<file path="src/shared/frame_pkg.sv">
package frame_pkg;

  // clock and tick timing: every tick length is a power-of-two multiple of the base
  localparam int unsigned CLK_PERIOD_NS    = 10;
  localparam int unsigned TICK_BASE_NS     = 1360000;
  localparam int unsigned TICK_BASE_CYCLES = TICK_BASE_NS / CLK_PERIOD_NS;
  localparam int          TICK_W           = 24;

  // tick multipliers as shift counts (1.36 ms units)
  localparam logic [2:0] SH_1_36  = 3'h0;
  localparam logic [2:0] SH_5_44  = 3'h2;
  localparam logic [2:0] SH_21_76 = 3'h4;
  localparam logic [2:0] SH_43_52 = 3'h5;
  localparam logic [2:0] SH_87_04 = 3'h6;

  // frame byte field positions
  localparam int TYPE_BIT  = 7;
  localparam int ATT_LSB   = 5;
  localparam int TICK_LSB  = 3;
  localparam int IDXL_LSB  = 0;
  localparam int RPT_LSB   = 3;
  localparam int TPRES_BIT = 2;
  localparam int TMSB_BIT  = 1;
  localparam int IDXH_BIT  = 0;

  // register byte offsets
  localparam logic [7:0] OFS_CTRL   = 8'h00;
  localparam logic [7:0] OFS_STATUS = 8'h04;
  localparam logic [7:0] OFS_IRQ_EN = 8'h08;
  localparam logic [7:0] OFS_CLEAR  = 8'h0c;
  localparam logic [7:0] OFS_PERIOD = 8'h10;
  localparam logic [7:0] OFS_FRAME  = 8'h14;

  // control bits
  localparam int         CTRL_FAST_BIT   = 0;
  localparam int         CTRL_FOLLOW_BIT = 1;
  localparam logic [1:0] CTRL_RST        = 2'h0;

  // status / enable / clear layout
  localparam int         ST_FAULT = 0;
  localparam int         ST_FRAME = 1;
  localparam int         ST_DONE  = 2;
  localparam int         ST_TONE  = 3;
  localparam int         ST_W     = 4;
  localparam logic [3:0] STATUS_RST = 4'h0;
  localparam logic [3:0] IRQ_EN_RST = 4'h0;

  // tone and period
  localparam logic [8:0]  TONE_RST    = 9'h000;
  localparam logic [10:0] TONE_STEP   = 11'h002;
  localparam logic [10:0] TONE_MIN_HZ = 11'h019;
  localparam logic [15:0] PERIOD_RST  = 16'h0000;
  localparam logic [19:0] US_PER_S    = 20'hf4240;

  typedef enum logic [1:0] {
    DEC_IDLE  = 2'b00,
    DEC_HAVE1 = 2'b01,
    DEC_HAVE2 = 2'b10,
    DEC_PLAY  = 2'b11
  } dec_state_e;

  // tick code to shift count, slow and fast tick tables
  function automatic logic [2:0] tick_shift(input logic fast, input logic [1:0] code);
    logic [2:0] sh;
    sh = SH_1_36;
    case ({fast, code})
      3'b000:  sh = SH_5_44;
      3'b001:  sh = SH_21_76;
      3'b010:  sh = SH_43_52;
      3'b011:  sh = SH_87_04;
      3'b100:  sh = SH_1_36;
      3'b101:  sh = SH_5_44;
      3'b110:  sh = SH_21_76;
      3'b111:  sh = SH_43_52;
      default: sh = SH_1_36;
    endcase
    return sh;
  endfunction

endpackage

</file>
<file path="src/hdl/period_divider.sv">
`timescale 1ns/1ns
// serial restoring divide of one second in microseconds by the tone in hz;
// one quotient bit per cycle keeps the area small, result in 20 cycles
module period_divider
(
  input  wire logic        ref_clk_i,
  input  wire logic        rst_i,
  input  wire logic        start_i,
  input  wire logic [10:0] divisor_i,
  output logic             done_o,
  output logic [15:0]      period_o
);

  typedef struct packed {
    logic        busy;
    logic        done;
    logic [4:0]  cnt;
    logic [11:0] rem;
    logic [19:0] quo;
    logic [10:0] dvsr;
  } div_s;

  div_s        div_q;
  div_s        div_d;
  logic [11:0] trial;

  // one quotient bit per cycle, msb first
  always_comb
  begin
    div_d      = div_q;
    div_d.done = 1'b0;
    trial      = {div_q.rem[10:0], frame_pkg::US_PER_S[div_q.cnt]};
    // a new start restarts a busy divide, so the period always follows the latest tone
    if (start_i)
    begin
      div_d.busy = 1'b1;
      div_d.cnt  = 5'h13;
      div_d.rem  = 12'h000;
      div_d.quo  = 20'h00000;
      div_d.dvsr = divisor_i;
    end
    else if (div_q.busy)
    begin
      if (trial >= {1'b0, div_q.dvsr})
      begin
        div_d.rem            = trial - {1'b0, div_q.dvsr};
        div_d.quo[div_q.cnt] = 1'b1;
      end
      else
      begin
        div_d.rem = trial;
      end
      if (div_q.cnt == 5'h00)
      begin
        div_d.busy = 1'b0;
        div_d.done = 1'b1;
      end
      else
      begin
        div_d.cnt = div_q.cnt - 5'h01;
      end
    end
  end

  always_ff @(posedge ref_clk_i)
  begin
    if (rst_i)
    begin
      div_q <= '0;
    end
    else
    begin
      div_q <= div_d;
    end
  end

  assign done_o   = div_q.done;
  assign period_o = div_q.quo[15:0]; // divisor never below 25, so it fits
endmodule

</file>
<file path="src/hdl/haptic_frame_decoder.sv">
`timescale 1ns/1ns
module haptic_frame_decoder
#(
  parameter int unsigned TICK_UNIT_CYCLES = frame_pkg::TICK_BASE_CYCLES
)
(
  input  wire logic        ref_clk_i,
  input  wire logic        rst_i,
  // wishbone classic slave
  input  wire logic [7:0]  wb_adr_i,
  input  wire logic [31:0] wb_dat_i,
  input  wire logic [3:0]  wb_sel_i,
  input  wire logic        wb_we_i,
  input  wire logic        wb_cyc_i,
  input  wire logic        wb_stb_i,
  output logic [31:0]      wb_dat_o,
  output logic             wb_ack_o,
  output logic             irq_o,
  // frame byte fetcher
  input  wire logic        byte_valid_i,
  input  wire logic [7:0]  byte_data_i,
  input  wire logic        byte_last_i,
  output logic             byte_ready_o,
  // playback engine
  input  wire logic        pass_done_i,
  output logic             frame_valid_o,
  output logic [1:0]       atten_o,
  output logic [23:0]      tick_cycles_o,
  output logic [3:0]       piece_index_o,
  output logic [3:0]       piece_repeat_count_o,
  output logic             restart_from_first_o,
  output logic [8:0]       drive_tone_code_o,
  output logic [10:0]      drive_tone_hz_o,
  output logic             tone_override_o
);

  typedef struct packed {
    frame_pkg::dec_state_e st;
    logic [1:0]            ctrl;
    logic [3:0]            status;
    logic [3:0]            irq_en;
    logic [15:0]           period;
    logic [31:0]           rdata;
    logic                  ack;
    logic [1:0]            atten;
    logic [1:0]            tick_code;
    logic [23:0]           tick_cyc;
    logic [3:0]            index;
    logic [3:0]            repeat_n;
    logic [3:0]            pass_cnt;
    logic                  tone_msb;
    logic [8:0]            tone;
    logic [10:0]           tone_hz;
    logic                  tone_set;
    logic                  div_start;
  } frame_state_s;

  frame_state_s s_q;
  frame_state_s s_d;
  logic         commit;
  logic [3:0]   ev;
  logic [3:0]   clr;
  logic [10:0]  hz_raw;
  logic         div_done;
  logic [15:0]  div_period;
  logic         bus_req;

  // sized copies so the adder and the tick shift keep their widths
  localparam logic [10:0] TONE_STEP_W = frame_pkg::TONE_STEP;
  localparam logic [23:0] TICK_UNIT_W = TICK_UNIT_CYCLES[23:0];

  period_divider u_div
  (
    .ref_clk_i (ref_clk_i),
    .rst_i     (rst_i),
    .start_i   (s_q.div_start),
    .divisor_i (s_q.tone_hz),
    .done_o    (div_done),
    .period_o  (div_period)
  );

  assign bus_req = wb_cyc_i && wb_stb_i;

  // frame assembly, playback tracking and register access
  always_comb
  begin
    s_d          = s_q;
    s_d.div_start = 1'b0;
    commit       = 1'b0;
    ev           = 4'h0;
    clr          = 4'h0;
    byte_ready_o = 1'b0;
    hz_raw       = {1'b0, byte_data_i, 1'b0} + TONE_STEP_W;
    case (s_q.st)
      frame_pkg::DEC_IDLE:
      begin
        byte_ready_o = 1'b1;
        if (byte_valid_i)
        begin
          if (byte_data_i[frame_pkg::TYPE_BIT])
          begin
            ev[frame_pkg::ST_FAULT] = 1'b1; // byte is dropped
          end
          else
          begin
            s_d.atten     = byte_data_i[frame_pkg::ATT_LSB +: 2];
            s_d.tick_code = byte_data_i[frame_pkg::TICK_LSB +: 2];
            s_d.index     = {1'b0, byte_data_i[frame_pkg::IDXL_LSB +: 3]};
            s_d.repeat_n  = 4'h0; // one pass unless byte two says more
            if (byte_last_i)
            begin
              commit = 1'b1;
            end
            else
            begin
              s_d.st = frame_pkg::DEC_HAVE1;
            end
          end
        end
      end
      frame_pkg::DEC_HAVE1:
      begin
        if (byte_valid_i)
        begin
          if (byte_data_i[frame_pkg::TYPE_BIT])
          begin
            byte_ready_o    = 1'b1;
            s_d.repeat_n    = byte_data_i[frame_pkg::RPT_LSB +: 4];
            s_d.index[3]    = byte_data_i[frame_pkg::IDXH_BIT];
            s_d.tone_msb    = byte_data_i[frame_pkg::TMSB_BIT];
            if (byte_data_i[frame_pkg::TPRES_BIT] && !byte_last_i)
            begin
              s_d.st = frame_pkg::DEC_HAVE2;
            end
            else
            begin
              commit = 1'b1;
            end
          end
          else
          begin
            // byte left waiting: it opens the next frame once this one ends
            commit = 1'b1;
          end
        end
      end
      frame_pkg::DEC_HAVE2:
      begin
        byte_ready_o = 1'b1;
        if (byte_valid_i)
        begin
          s_d.tone      = {s_q.tone_msb, byte_data_i};
          hz_raw        = {1'b0, s_q.tone_msb, byte_data_i, 1'b0} + TONE_STEP_W;
          s_d.tone_hz   = (hz_raw < frame_pkg::TONE_MIN_HZ) ? frame_pkg::TONE_MIN_HZ
                                                             : hz_raw;
          s_d.tone_set  = 1'b1; // held from here until reset
          s_d.div_start = 1'b1;
          ev[frame_pkg::ST_TONE] = 1'b1;
          commit        = 1'b1;
        end
      end
      frame_pkg::DEC_PLAY:
      begin
        // no bytes taken while playing so every field stays put
        if (pass_done_i)
        begin
          if (s_q.pass_cnt == s_q.repeat_n)
          begin
            s_d.st = frame_pkg::DEC_IDLE;
            ev[frame_pkg::ST_DONE] = 1'b1;
          end
          else
          begin
            s_d.pass_cnt = s_q.pass_cnt + 4'h1;
          end
        end
      end
      default:
      begin
        s_d.st = frame_pkg::DEC_IDLE;
      end
    endcase

    // frame complete: latch tick length, repeat count and index msb already defaulted, tone kept
    if (commit)
    begin
      s_d.st       = frame_pkg::DEC_PLAY;
      s_d.pass_cnt = 4'h0;
      s_d.tick_cyc = TICK_UNIT_W << frame_pkg::tick_shift(s_q.ctrl[frame_pkg::CTRL_FAST_BIT],
                                                          s_d.tick_code);
      ev[frame_pkg::ST_FRAME] = 1'b1;
    end

    // period read-back follows the divider
    if (div_done)
    begin
      s_d.period = div_period;
    end

    // bus: read data captured on request, ack one cycle later
    s_d.ack = bus_req && !s_q.ack;
    if (bus_req && !s_q.ack)
    begin
      case (wb_adr_i)
        frame_pkg::OFS_CTRL:   s_d.rdata = {30'h0, s_q.ctrl};
        frame_pkg::OFS_STATUS: s_d.rdata = {28'h0, s_q.status};
        frame_pkg::OFS_IRQ_EN: s_d.rdata = {28'h0, s_q.irq_en};
        frame_pkg::OFS_PERIOD: s_d.rdata = {16'h0, s_q.period};
        frame_pkg::OFS_FRAME:  s_d.rdata = {4'h0, s_q.tone_set, s_q.tone, s_q.st,
                                            s_q.atten, s_q.tick_code, s_q.pass_cnt,
                                            s_q.repeat_n, s_q.index};
        default:               s_d.rdata = 32'h0; // unmapped and clear register read 0
      endcase
    end
    // writes land on the edge where the master sees ack
    if (bus_req && s_q.ack && wb_we_i && wb_sel_i[0])
    begin
      case (wb_adr_i)
        frame_pkg::OFS_CTRL:   s_d.ctrl   = wb_dat_i[1:0];
        frame_pkg::OFS_IRQ_EN: s_d.irq_en = wb_dat_i[3:0];
        frame_pkg::OFS_CLEAR:  clr        = wb_dat_i[3:0];
        default:               clr        = 4'h0;
      endcase
    end
    // a fresh event wins over a clear in the same cycle
    s_d.status = (s_q.status & ~clr) | ev;
  end

  always_ff @(posedge ref_clk_i)
  begin
    if (rst_i)
    begin
      s_q          <= '0;
      s_q.st       <= frame_pkg::DEC_IDLE;
      s_q.ctrl     <= frame_pkg::CTRL_RST;
      s_q.status   <= frame_pkg::STATUS_RST;
      s_q.irq_en   <= frame_pkg::IRQ_EN_RST;
      s_q.period   <= frame_pkg::PERIOD_RST;
      s_q.tone     <= frame_pkg::TONE_RST;
      s_q.tone_hz  <= frame_pkg::TONE_MIN_HZ;
    end
    else
    begin
      s_q <= s_d;
    end
  end

  // outputs straight from the state flops
  assign wb_dat_o             = s_q.rdata;
  assign wb_ack_o             = s_q.ack;
  assign irq_o                = |(s_q.status & s_q.irq_en);
  assign frame_valid_o        = (s_q.st == frame_pkg::DEC_PLAY);
  assign atten_o              = s_q.atten;
  assign tick_cycles_o        = s_q.tick_cyc;
  assign piece_index_o        = s_q.index;
  assign piece_repeat_count_o = s_q.repeat_n;
  assign restart_from_first_o = frame_valid_o && (s_q.pass_cnt != 4'h0);
  assign drive_tone_code_o    = s_q.tone;
  assign drive_tone_hz_o      = s_q.tone_hz;
  // the tracking loop would drag a commanded tone away, so it only overrides when off
  assign tone_override_o      = s_q.tone_set && !s_q.ctrl[frame_pkg::CTRL_FOLLOW_BIT];
endmodule

</file>
<file path="config.mk">
export PLATFORM = sky130hd
export DESIGN_NAME = haptic_frame_decoder
export DESIGN_NICKNAME = d
export VERILOG_FILES = /design/src/shared/frame_pkg.sv /design/src/hdl/period_divider.sv /design/src/hdl/haptic_frame_decoder.sv
export SDC_FILE = /design/constraint.sdc
export NUM_CORES = 1
export LEC_CHECK = 0
export ABC_CLOCK_PERIOD_IN_PS = 3000
export BUFFER_PORTS_ARGS = -buffer_cell sky130_fd_sc_hd__buf_4
export CAP_MARGIN = 10
export CORE_ASPECT_RATIO = 1.2
export CORE_UTILIZATION = 52
export CTS_BUF_LIST = sky130_fd_sc_hd__clkbuf_4 sky130_fd_sc_hd__clkbuf_8
export DETAILED_ROUTE_END_ITERATION = 16
export PLACE_DENSITY = 0.78
export SETUP_SLACK_MARGIN = 0.15
export SLEW_MARGIN = 15
export SYNTH_ARGS = -nofsm -noshare
export SYNTH_HDL_FRONTEND = slang
export SYNTH_HIERARCHICAL = 1
export SYNTH_SLANG_ARGS = --single-unit
</file>
<file path="constraint.sdc">
create_clock -name ref_clk_i -period 3 [get_ports ref_clk_i]
set_input_delay 0.6 -clock ref_clk_i [delete_from_list [all_inputs] [get_ports ref_clk_i]]
set_output_delay 0.6 -clock ref_clk_i [all_outputs]
set_load 0.005 [all_outputs]
</file>
Yosys cells after proc, flatten, opt, wreduce, memory -nomap -nowiden. Memories as Yosys holds them, arrays and structs flattened. Index checks and enable logic that the tools add are counted.

Register bits: 174. Memories kept: 2. ROM bits: 56. Word-level logic and storage cells: 159. Input bits: 60. Output and inout port bits: 92.

Memories: (no name shown) (depth 32, width 1, read ports 1, clocked after Yosys merged registers in 0, wr ports 0, RTL line period_divider.sv:32) `trial = {div_q.rem[10:0], frame_pkg::US_PER_S[div_q.cnt]};`; (no name shown) (depth 8, width 3, read ports 1, clocked after Yosys merged registers in 0, wr ports 0, RTL line frame_pkg.sv:66) `case ({fast, code})`.

Muxes and demuxes: 54. Shift operators: 1. Order comparisons: 4. Add/sub/neg operators: 4. Reduce and logical (&&, ||, !) cells: 36. Bitwise gates (word level): 10. Equal/unequal tests: 22.

Operators with widths (count): $pmux W28 S5 (1); $mux W39 (1); $mux W37 (1); $mux W2 (13); $shl A18 B3 Y24 const A (1); $mux W1 (21); $mux W20 (1); $or A20 B20 Y20 (1); $ne A3 B3 Y1 const B (6); $eq A8 B4 Y1 const B (2); $eq A8 B5 Y1 const B (2); $mux W4 (4); $mux W8 (2); $ge A12 B11 Y1 (1); $mux W12 (1); $reduce_and A2 Y1 (6); $sub A12 B11 Y12 (1); $add A10 B2 Y11 const B (1); $lt A11 B5 Y1 const B (1); $mux W11 (1); $ne A2 B2 Y1 const B (5); $logic_and A1 B1 Y1 (9); $reduce_and A3 Y1 (3); $reduce_and A9 Y1 (1); other kinds (31) (45).

Depth between registers and ports, before layout. Gate-level depths: netlist of run 1.

Word-level depth: 8. Depth in mapped cells: 15. Gate-level depth less buffers: 13.

Modules after synthesis. The synthesis of run 1 kept the hierarchy.

By module, submodules not included: haptic_frame_decoder (instances 1, cells each 671, area an instance 5760.5 sq um); period_divider (instances 1, cells each 297, area an instance 2576.2 sq um).

Least setup slack after synthesis of run 1. OpenSTA, ideal clock, no wires.

Path type: input -> register. Start: input port byte_data_i[7]. End: register s_q, in the netlist tick_cycles_o[14]. Setup slack: -0.126 ns. Required time: 2.885 ns. Setup time: 0.115 ns. Buffers on the path: 2. Cell stages on the path: 11. Arrival time: 3.010 ns. Cells stage by stage: buf_6 > nor4b_4 > buf_6 > mux2i_1 > inv_1 > ha_1 > mux2i_1 > inv_1 > ha_1 > or3_1 > and3_1.

RTL lines: start: declaration (RTL line haptic_frame_decoder.sv:21) `input wire logic [7:0] byte_data_i,`; end: declaration (RTL line haptic_frame_decoder.sv:58) `frame_state_s s_q;`.

Worst setup path in the final report of run 1.
Start: register u_div/div_q[44] (netlist name). End: register u_div/div_q[32] (netlist name).

Word-level cells in the longest chain between the ends: 4. Elaborated cells between the ends (all ways): 5. Classes of those cells: add/sub (1); order compare (1); mux (2); memory (1).

Ends and longest elaborated chain: start: declaration (RTL line period_divider.sv:23) `div_s div_q;`; start signal: assignment (RTL line period_divider.sv:73) `div_q <= div_d;`; $mem_v2 Z32 W1 (*); $mux W1 (not written as such) (*) (RTL line period_divider.sv:32); $sub A12 B11 Y12 or $ge A12 B11 Y1 (tied branches) (RTL line period_divider.sv:46, period_divider.sv:44); $mux W12 (*) (RTL line period_divider.sv:44) `if (trial >= {1'b0, div_q.dvsr})`.

Mark *: on every way between the ends. The rest lies on a longest branch, timed or not. The select of a mux whose other input is x is not followed. A chain may end at the register's enable or synchronous reset.

==> metrics.txt, run 1 <==
# TYPE chip_impl_metric gauge
chip_impl_info{name="run_status",value="completed"} 1
chip_impl_metric{name="placement.io_buffers",unit=""} 110
chip_impl_metric{name="internal_power",unit="mW"} 3.194
chip_impl_metric{name="synth_compound_area_frac",unit=""} 0.1513
chip_impl_info{name="final_common_cell",value="dfxtp_1"} 1
chip_impl_metric{name="slew_headroom",unit=""} 0.3718
chip_impl_metric{name="maxCapViolations",unit=""} 0
chip_impl_metric{name="synth.ff_latch_count",unit=""} 159
chip_impl_metric{name="combinationalPowerShare",unit=""} 0.163
chip_impl_metric{name="setup.reg_to_reg.worst_slack",unit="ns"} 0.31
chip_impl_info{name="leading_area_contributor_after_synthesis",value="dfxtp_1"} 1
chip_impl_metric{name="deepest_level_of_the_cts_h_tree",unit=""} 4
chip_impl_metric{name="required_time_at_the_endpoint_of_the_critical_path",unit="ns"} 3.36
chip_impl_metric{name="detailed_place.area",unit="mm²"} 0.008627
chip_impl_metric{name="groute.usage.overall",unit=""} 0.2247
chip_impl_metric{name="post_synth_inst_count",unit=""} 968
chip_impl_metric{name="drtPass1Iterations",unit=""} 5
chip_impl_metric{name="post_synth_num_cell_types",unit=""} 61
chip_impl_metric{name="die-area",unit="mm²"} 0.01654
chip_impl_metric{name="clock_sinks",unit=""} 159
chip_impl_metric{name="power.leakage",unit="nW"} 3.499
chip_impl_metric{name="timing_worst_slew_pin_value",unit="ns"} 0.9410
chip_impl_info{name="netlist_top_cells_area",value="dfxtp_1 38%, buf_4 9.3%, mux2i_1 5.8%, nor2_1 4.6%, ha_1 3.9%"} 1
chip_impl_metric{name="worst-path-max-fanout",unit=""} 27
chip_impl_info{name="yosys_most_used_dff",value="dfxtp_1"} 1
chip_impl_metric{name="average_footprint_of_a_synthesized_cell",unit="µm²"} 8.612
chip_impl_info{name="cts_tree",value="done"} 1
chip_impl_metric{name="fin_setup_tns",unit="ns"} 0
chip_impl_metric{name="yosysWarnings",unit=""} 6
chip_impl_metric{name="seq_power_share",unit=""} 0.487
chip_impl_info{name="worstReg2RegEnd",value="u_div/div_q[32]"} 1
chip_impl_metric{name="net-switching-power",unit="mW"} 1.388
chip_impl_metric{name="timing_max_transition_violations_final",unit=""} 0
chip_impl_metric{name="insertedDiodeCount",unit=""} 0
chip_impl_metric{name="report.final.hold_viol_count",unit=""} 0
chip_impl_info{name="hold_crit_path_type",value="primary input to flip-flop"} 1
chip_impl_metric{name="yosysTopAreaCellShare",unit=""} 0.3818
chip_impl_metric{name="netlist_area",unit="mm²"} 0.008337
chip_impl_metric{name="ff2ff_path_depth",unit=""} 14
chip_impl_metric{name="drc",unit=""} 0
chip_impl_metric{name="yosys.area_share.xor_xnor",unit=""} 0.02416
chip_impl_metric{name="power.total",unit="mW"} 4.582
chip_impl_metric{name="largest_net_degree_at_the_start_of_global_routing",unit=""} 53
chip_impl_metric{name="ant_nets",unit=""} 0
chip_impl_metric{name="core.rowCount",unit=""} 50
chip_impl_metric{name="post_synth_fa_ha_maj_area_fraction",unit=""} 0.04142
chip_impl_info{name="setup.worst_path.class",value="flip-flop to flip-flop"} 1
chip_impl_metric{name="grt_pass1_vias",unit=""} 6013
chip_impl_metric{name="synthSimpleGateAreaFrac",unit=""} 0.1771
chip_impl_metric{name="clk-insertion-delay-late",unit="ns"} 0.47
chip_impl_metric{name="drt-wirelength-per-cell",unit="µm"} 15.45
chip_impl_metric{name="boundaryPins",unit=""} 152
chip_impl_metric{name="cellPowerDensity",unit="mW/mm²"} 503.9
chip_impl_info{name="crit_path_start_kind",value="flip-flop"} 1
chip_impl_metric{name="grt-ovfl-total",unit=""} 0
chip_impl_metric{name="max_freq",unit="MHz"} 371.8
chip_impl_metric{name="cts_buffers",unit=""} 17
chip_impl_metric{name="share_clk_of_total_power",unit=""} 0.349
chip_impl_metric{name="dr_total_vias",unit=""} 6589
chip_impl_metric{name="report.final.setup_viol",unit=""} 0
chip_impl_metric{name="clk_pin_slew_worst_paths",unit="ns"} 0.10
chip_impl_metric{name="synth.area.mux_share",unit=""} 0.07819
chip_impl_info{name="synth_top_family_by_area",value="simple AND/OR/NAND/NOR gates"} 1
chip_impl_metric{name="die_x",unit="µm"} 117.6
chip_impl_metric{name="start_util",unit=""} 0.5330
chip_impl_info{name="reg2reg_from",value="u_div/div_q[44]"} 1
chip_impl_metric{name="power.ir.vdd_worst",unit="V"} 0.0002147
chip_impl_metric{name="shortest_period_the_worst_path_allows",unit="ns"} 2.690
chip_impl_info{name="crit_path_end_kind",value="flip-flop"} 1
chip_impl_metric{name="synth_enable_flop_cells",unit=""} 0
chip_impl_metric{name="layout.cell_area.non_filler",unit="mm²"} 0.009094
chip_impl_metric{name="wirelength",unit="µm"} 18300
chip_impl_metric{name="ys_seq_area_frac",unit=""} 0.3818
chip_impl_info{name="clockRootBuffer",value="clkbuf_8"} 1
chip_impl_metric{name="hold_buffers",unit=""} 0
chip_impl_metric{name="core_area",unit="mm²"} 0.01564
chip_impl_metric{name="grt_antenna_before_repair",unit=""} 0
chip_impl_metric{name="area_delta_synth_final",unit="%"} 9.080
chip_impl_metric{name="clock_skew",unit="ns"} 0.01151
chip_impl_metric{name="globalplace.congestion",unit=""} 0.8931
chip_impl_info{name="setup_repair_after_global_routing_missed_its_margin",value="false"} 1
chip_impl_metric{name="cp_data_arrival_time",unit="ns"} 3.05
chip_impl_metric{name="grt_first_pass_wirelength",unit="µm"} 29770
chip_impl_metric{name="estimated_wirelength_of_the_detail_placed_design",unit="µm"} 13290
chip_impl_metric{name="sw_frac_of_total",unit=""} 0.3029
chip_impl_metric{name="drt-vias-per-instance",unit=""} 5.560
chip_impl_metric{name="detail_route.iter0.violations",unit=""} 380
chip_impl_metric{name="cts.path.max_buffers",unit=""} 2
chip_impl_info{name="final_cell_mix",value="157 x dfxtp_1, 135 x buf_4, 101 x nor2_1, 73 x nand2_1, 59 x a21oi_1"} 1
chip_impl_metric{name="postSynth.asyncResetShare",unit=""} 0
chip_impl_info{name="setup.worst_path.end",value="u_div/div_q[32]"} 1
chip_impl_metric{name="fin_nets",unit=""} 1051
chip_impl_metric{name="drive_above_1_share",unit=""} 0.2242
chip_impl_metric{name="fin_crit_sh",unit=""} 0.8965
chip_impl_metric{name="die_h",unit="µm"} 140.7
chip_impl_info{name="cp_launch_point",value="u_div/div_q[44]"} 1
-- metal layers --
metal,global-route usage,vias to the layer above,part of all wire
met1,0.2718,3109,0.42
li1,-,3234,-
met3,0.04005,34,0.058
met5,0,-,0
met4,0.1093,0,0.026
met2,0.3855,212,0.50
-- worst max-delay path: stages, from the launching register on --
cell and delay (ns):
dfxtp_2 0.36, inv_2 0.08, ha_4 0.13, nand2_1 0.06, nor2_2 0.10, a211oi_2 0.06, ha_2 0.21, fa_2 0.35
nand2b_4 0.16, a21oi_2 0.14, o2111ai_1 0.12, and3_4 0.21, buf_12 0.15, and4_1 0.20, a311o_1 0.25
-- flip-flops by register name, summed over array words and instances, names as in the netlist --
signal	count
s_q	37
u_div/div_q	28
wb_dat_o	28
tick_cycles_o	18
u_div/period_o	16
drive_tone_hz_o	11
drive_tone_code_o	9
piece_index_o	4
piece_repeat_count_o	4
atten_o	2
u_div/done_o	1
wb_ack_o	1
-- cell type report --
| class | count | area [µm²] |
|---|---|---|
| multi-input combinational | 612 | 4066 |
| timing repair buffer | 136 | 1033 |
| sequential | 159 | 3186 |
| inverter | 38 | 142.6 |
| fill | 1411 | 6546 |
| clock inverter | 15 | 171.4 |
| tap | 208 | 260.3 |
| clock buffer | 17 | 234.0 |
-- power groups by stage --
| stage | sequential [mW] | combinational (mW) | clock, mW |
|---|---|---|---|
| 2_1_floorplan | 2.26 | 0.586 | 0 |
| 3_3_place_gp | 2.28 | 0.724 | 0 |
| 5_1_grt | 2.24 | 0.818 | 1.73 |
| 6_report | 2.23 | 0.748 | 1.60 |
| 4_1_cts | 2.23 | 0.738 | 1.63 |
| 3_5_place_dp | 2.28 | 0.733 | 0 |
-- how the worst min path moves through the flow --
| stage | from | to | slack (ns) | depth (start not counted) |
|---|---|---|---|---|
| finish | wb_dat_i[2] | s_q[114] | 0.40 | 3 |
| CTS | wb_dat_i[2] | s_q[114] | 0.37 | 3 |
| floorplan | wb_dat_o[2] | wb_dat_o[2] | 0.43 | 2 |
| global placement | wb_dat_o[2] | wb_dat_o[2] | 0.44 | 2 |
| detailed placement | wb_dat_o[3] | wb_dat_o[3] | 0.45 | 2 |
| global route | wb_dat_i[1] | s_q[113] | 0.38 | 3 |
-- per-stage QoR --
step | utilization | hold WS (ns) | instances | setup slack (ns)
finish | 0.5814 | 0.3963 | 1185 | 0.3105
global route | 0.5814 | 0.3821 | 1185 | 0.1753
CTS | 0.5787 | 0.3688 | 1185 | 0.1751
global placement | 0.5516 | 0.4415 | 1153 | 0.08628
detailed placement | 0.5516 | 0.4497 | 1153 | 0.06485
floorplan | - | 0.4263 | 977 | 0.1610
-- cell usage after synthesis, types with 14 or more instances --
master    instances
buf_4           103
nand3_1          28
ha_1             26
nor3_1           22
dfxtp_1         159
clkbuf_1         49
o21ai_0          22
a21oi_1          59
mux2i_1          48
nand2_1          73
xnor2_1          14
mux2_2           14
a22oi_1          30
o21a_1           19
nor2_1          102
inv_1            38
-- repair_timing --
item                                   4_1_cts  5_1_grt
endpoints found under the hold margin        0        0
setup buffers                                0        0
gates resized for setup                      5       10
setup endpoints to repair                   15       20
pin swaps                                    0        2
-- cell families (layout without fill, tap and decap cells) --
family / Yosys count / after routing
xor gates and xnor gates: 23 / 23
other: 1 / 10
and+or+nand+nor: 299 / 299
DFF: 159 / 159
AOI/OAI and AO/OA: 190 / 190
buffers and inverters: 206 / 206
muxes: 63 / 63
adders and majority gates: 27 / 27
(Power assumes the default switching activity.)
==> run 2: changes to the inputs <==
ABC_CLOCK_PERIOD_IN_PS = 3430   (was 3000)
CORE_UTILIZATION = 55   (was 52)
PLACE_DENSITY = 0.79   (was 0.78)
clock period = 3.43 ns   (was 3 ns; I/O delays follow)
==> metrics.txt, run 2 (same netlist as run 1, synthesis figures left out) <==
# TYPE chip_impl_metric gauge
chip_impl_metric{name="die-area",unit="mm²"} 0.01566
chip_impl_metric{name="clock_sinks",unit=""} 159
chip_impl_metric{name="postCtsSetupRepairBufs",unit=""} 0
chip_impl_metric{name="power.ir.vdd_worst",unit="V"} 0.0002042
chip_impl_metric{name="final_critical_path_setup_slack",unit="ns"} 0.3577
chip_impl_info{name="critical-path-top-cell-by-count",value="ha_1"} 1
chip_impl_info{name="setup_repair_after_global_routing_missed_its_margin",value="false"} 1
chip_impl_metric{name="die_x",unit="µm"} 114.4
chip_impl_metric{name="drc",unit=""} 0
chip_impl_info{name="cts_tree",value="done"} 1
chip_impl_metric{name="slew_headroom",unit=""} 0.3452
chip_impl_metric{name="drtPass1Iterations",unit=""} 5
chip_impl_metric{name="grt-ovfl-total",unit=""} 0
chip_impl_info{name="hp-start",value="tick_cycles_o[12]"} 1
chip_impl_metric{name="cp_data_arrival_time",unit="ns"} 3.48
chip_impl_metric{name="largest_net_degree_at_the_start_of_global_routing",unit=""} 67
chip_impl_metric{name="report.final.hold_viol_count",unit=""} 0
chip_impl_metric{name="report.final.setup_viol",unit=""} 0
chip_impl_metric{name="shortest_period_the_worst_path_allows",unit="ns"} 3.072
chip_impl_info{name="final_common_cell",value="dfxtp_1"} 1
chip_impl_metric{name="grt_first_pass_wirelength",unit="µm"} 29110
chip_impl_metric{name="cts.path.max_buffers",unit=""} 2
chip_impl_metric{name="clk-insertion-delay-late",unit="ns"} 0.46
chip_impl_metric{name="cp.buffers_inverters",unit=""} 2
chip_impl_metric{name="post-place-ws",unit="ns"} 0.09400
chip_impl_metric{name="globalplace.congestion",unit=""} 0.8528
chip_impl_info{name="setup.worst_path.class",value="flip-flop to flip-flop"} 1
chip_impl_metric{name="wirelength",unit="µm"} 18060
chip_impl_metric{name="drt-vias-per-instance",unit=""} 5.599
chip_impl_metric{name="deepest_level_of_the_cts_h_tree",unit=""} 4
chip_impl_metric{name="maxCapViolations",unit=""} 0
chip_impl_metric{name="cellPowerDensity",unit="mW/mm²"} 453.6
chip_impl_metric{name="sw_frac_of_total",unit=""} 0.2836
chip_impl_metric{name="dr_total_vias",unit=""} 6540
chip_impl_metric{name="max_freq",unit="MHz"} 325.5
chip_impl_metric{name="estimated_wirelength_of_the_detail_placed_design",unit="µm"} 13050
chip_impl_metric{name="clk_pin_slew_worst_paths",unit="ns"} 0.09
chip_impl_info{name="cp_launch_point",value="u_div/div_q[44]"} 1
chip_impl_metric{name="net-switching-power",unit="mW"} 1.151
chip_impl_metric{name="core.rowCount",unit=""} 48
chip_impl_metric{name="placement.io_buffers",unit=""} 110
chip_impl_info{name="crit_path_start_kind",value="flip-flop"} 1
chip_impl_metric{name="detail_route.iter0.violations",unit=""} 499
chip_impl_metric{name="clock_skew",unit="ns"} 0.01214
chip_impl_metric{name="required_time_at_the_endpoint_of_the_critical_path",unit="ns"} 3.84
chip_impl_metric{name="die_h",unit="µm"} 136.9
chip_impl_metric{name="fin_crit_sh",unit=""} 0.8957
chip_impl_metric{name="grt_antenna_before_repair",unit=""} 0
chip_impl_info{name="clockRootBuffer",value="clkbuf_8"} 1
chip_impl_metric{name="ant_nets",unit=""} 0
chip_impl_metric{name="cts_buffers",unit=""} 17
chip_impl_metric{name="hold_ws",unit="ns"} 0.4560
chip_impl_metric{name="filler_cell_count",unit=""} 1242
chip_impl_metric{name="fin_nets",unit=""} 1042
chip_impl_metric{name="largest_register_ffs",unit=""} 37
chip_impl_info{name="hold_crit_path_type",value="flip-flop to flip-flop"} 1
chip_impl_metric{name="fin_setup_tns",unit="ns"} 0
chip_impl_metric{name="groute.usage.overall",unit=""} 0.2367
chip_impl_metric{name="internal_power",unit="mW"} 2.906
chip_impl_metric{name="core_area",unit="mm²"} 0.01459
chip_impl_metric{name="boundaryPins",unit=""} 152
chip_impl_metric{name="worst-path-max-fanout",unit=""} 16
chip_impl_metric{name="detailed_place.area",unit="mm²"} 0.008503
chip_impl_info{name="crit_path_end_kind",value="flip-flop"} 1
chip_impl_metric{name="timing_worst_slew_pin_value",unit="ns"} 0.9822
chip_impl_info{name="final_cell_mix",value="159 x dfxtp_1, 127 x buf_4, 102 x nor2_1, 73 x nand2_1, 59 x a21oi_1"} 1
chip_impl_info{name="critical_path.slowest_cell",value="fa_1"} 1
chip_impl_info{name="cp_cell_sequence",value="inv_1, ha_1, nand2_1, nor2_1, a211oi_2, ha_1, fa_1, nand2b_1, a21oi_2, o2111ai_1, and3_2, buf_4, nor4_1, o21a_1"} 1
chip_impl_metric{name="area.sequential",unit="mm²"} 0.003183
chip_impl_metric{name="power.leakage",unit="nW"} 3.465
chip_impl_metric{name="grt_pass1_vias",unit=""} 5964
chip_impl_info{name="max_flop_register",value="s_q"} 1
chip_impl_metric{name="timing_max_transition_violations_final",unit=""} 0
chip_impl_metric{name="crit_path_largest_cell_delay",unit="ns"} 0.40
chip_impl_metric{name="drt-wirelength-per-cell",unit="µm"} 15.46
chip_impl_metric{name="drive_above_1_share",unit=""} 0.1983
chip_impl_metric{name="multi_input_gate_area",unit="mm²"} 0.003986
chip_impl_metric{name="insertedDiodeCount",unit=""} 0
chip_impl_metric{name="start_util",unit=""} 0.5712
chip_impl_metric{name="combinationalPowerShare",unit=""} 0.152
chip_impl_metric{name="share_clk_of_total_power",unit=""} 0.367
chip_impl_info{name="reg2reg_from",value="u_div/div_q[44]"} 1
chip_impl_metric{name="seq_power_share",unit=""} 0.481
chip_impl_info{name="run_status",value="completed"} 1
chip_impl_metric{name="layout.cell_area.non_filler",unit="mm²"} 0.008944
chip_impl_info{name="critPathTopFamily",value="simple AND/OR/NAND/NOR gates"} 1
chip_impl_metric{name="area_delta_synth_final",unit="%"} 7.279
run 2: cell types whose count changed in the layout (fill, tap and decap cells not counted), moves of 3 or more:
cell | previous run | this run
buf_4 | 135 | 127
ha_1 | 21 | 26
inv_2 | 3 | 0
ha_2 | 4 | 0
inv_1 | 35 | 38
mux2i_1 | 45 | 48
run 2: worst register-to-register path: stages (launching register included):
cell and delay (ns):
dfxtp_1 0.36, inv_1 0.10, ha_1 0.19, nand2_1 0.06, nor2_1 0.11, a211oi_2 0.08, ha_1 0.23, fa_1 0.40
nand2b_1 0.21, a21oi_2 0.17, o2111ai_1 0.11, and3_2 0.31, buf_4 0.23, nor4_1 0.31, o21a_1 0.14
run 2: metal layers:
metal,wire length [µm],global-route usage
met5,0,0
met4,518,0.1162
met3,887,0.03897
met2,8865,0.4037
met1,7790,0.2889
run 2: path summary, 6_finish.rpt:
check / to / depth (start not counted) / slack [ns]
worst max-delay path: u_div/period_o[9] / 14 / 0.36
worst min-delay path: tick_cycles_o[12] / 2 / 0.46
worst max register to register: u_div/period_o[9] / 14 / 0.36
worst min register to register: tick_cycles_o[12] / 2 / 0.46
run 2: final cells by class:
cell class / count / share of cell area
clock inverters: 14 / 0.02015
well taps: 200 / 0.02798
inverters: 38 / 0.01595
multi-input cells: 612 / 0.4457
repair buffers: 127 / 0.1066
flip-flops and latches: 159 / 0.3559
clock buffers: 18 / 0.02770
run 2: metrics by stage:
stage,instances,power (mW),util
final,1168,4.057,0.6128
after global routing,1168,4.226,0.6128
after CTS,1168,4.078,0.6121
after detailed placement,1136,2.604,0.5826
after global placement,1136,2.592,0.5826
after floorplan,977,2.479,-
run 2: repair_timing:
item	CTS	global route
hold buffers	0	0
resized for setup	1	2
setup endpoints to repair	1	6
run 2: power by group through the flow:
| stage | sequential (mW) | combinational, mW | clock, mW |
|---|---|---|---|
| finish | 1.95 | 0.617 | 1.49 |
| global route | 1.96 | 0.682 | 1.59 |
| CTS | 1.95 | 0.613 | 1.51 |
| detailed placement | 1.99 | 0.609 | 0 |
| global placement | 1.99 | 0.599 | 0 |
| floorplan | 1.97 | 0.504 | 0 |
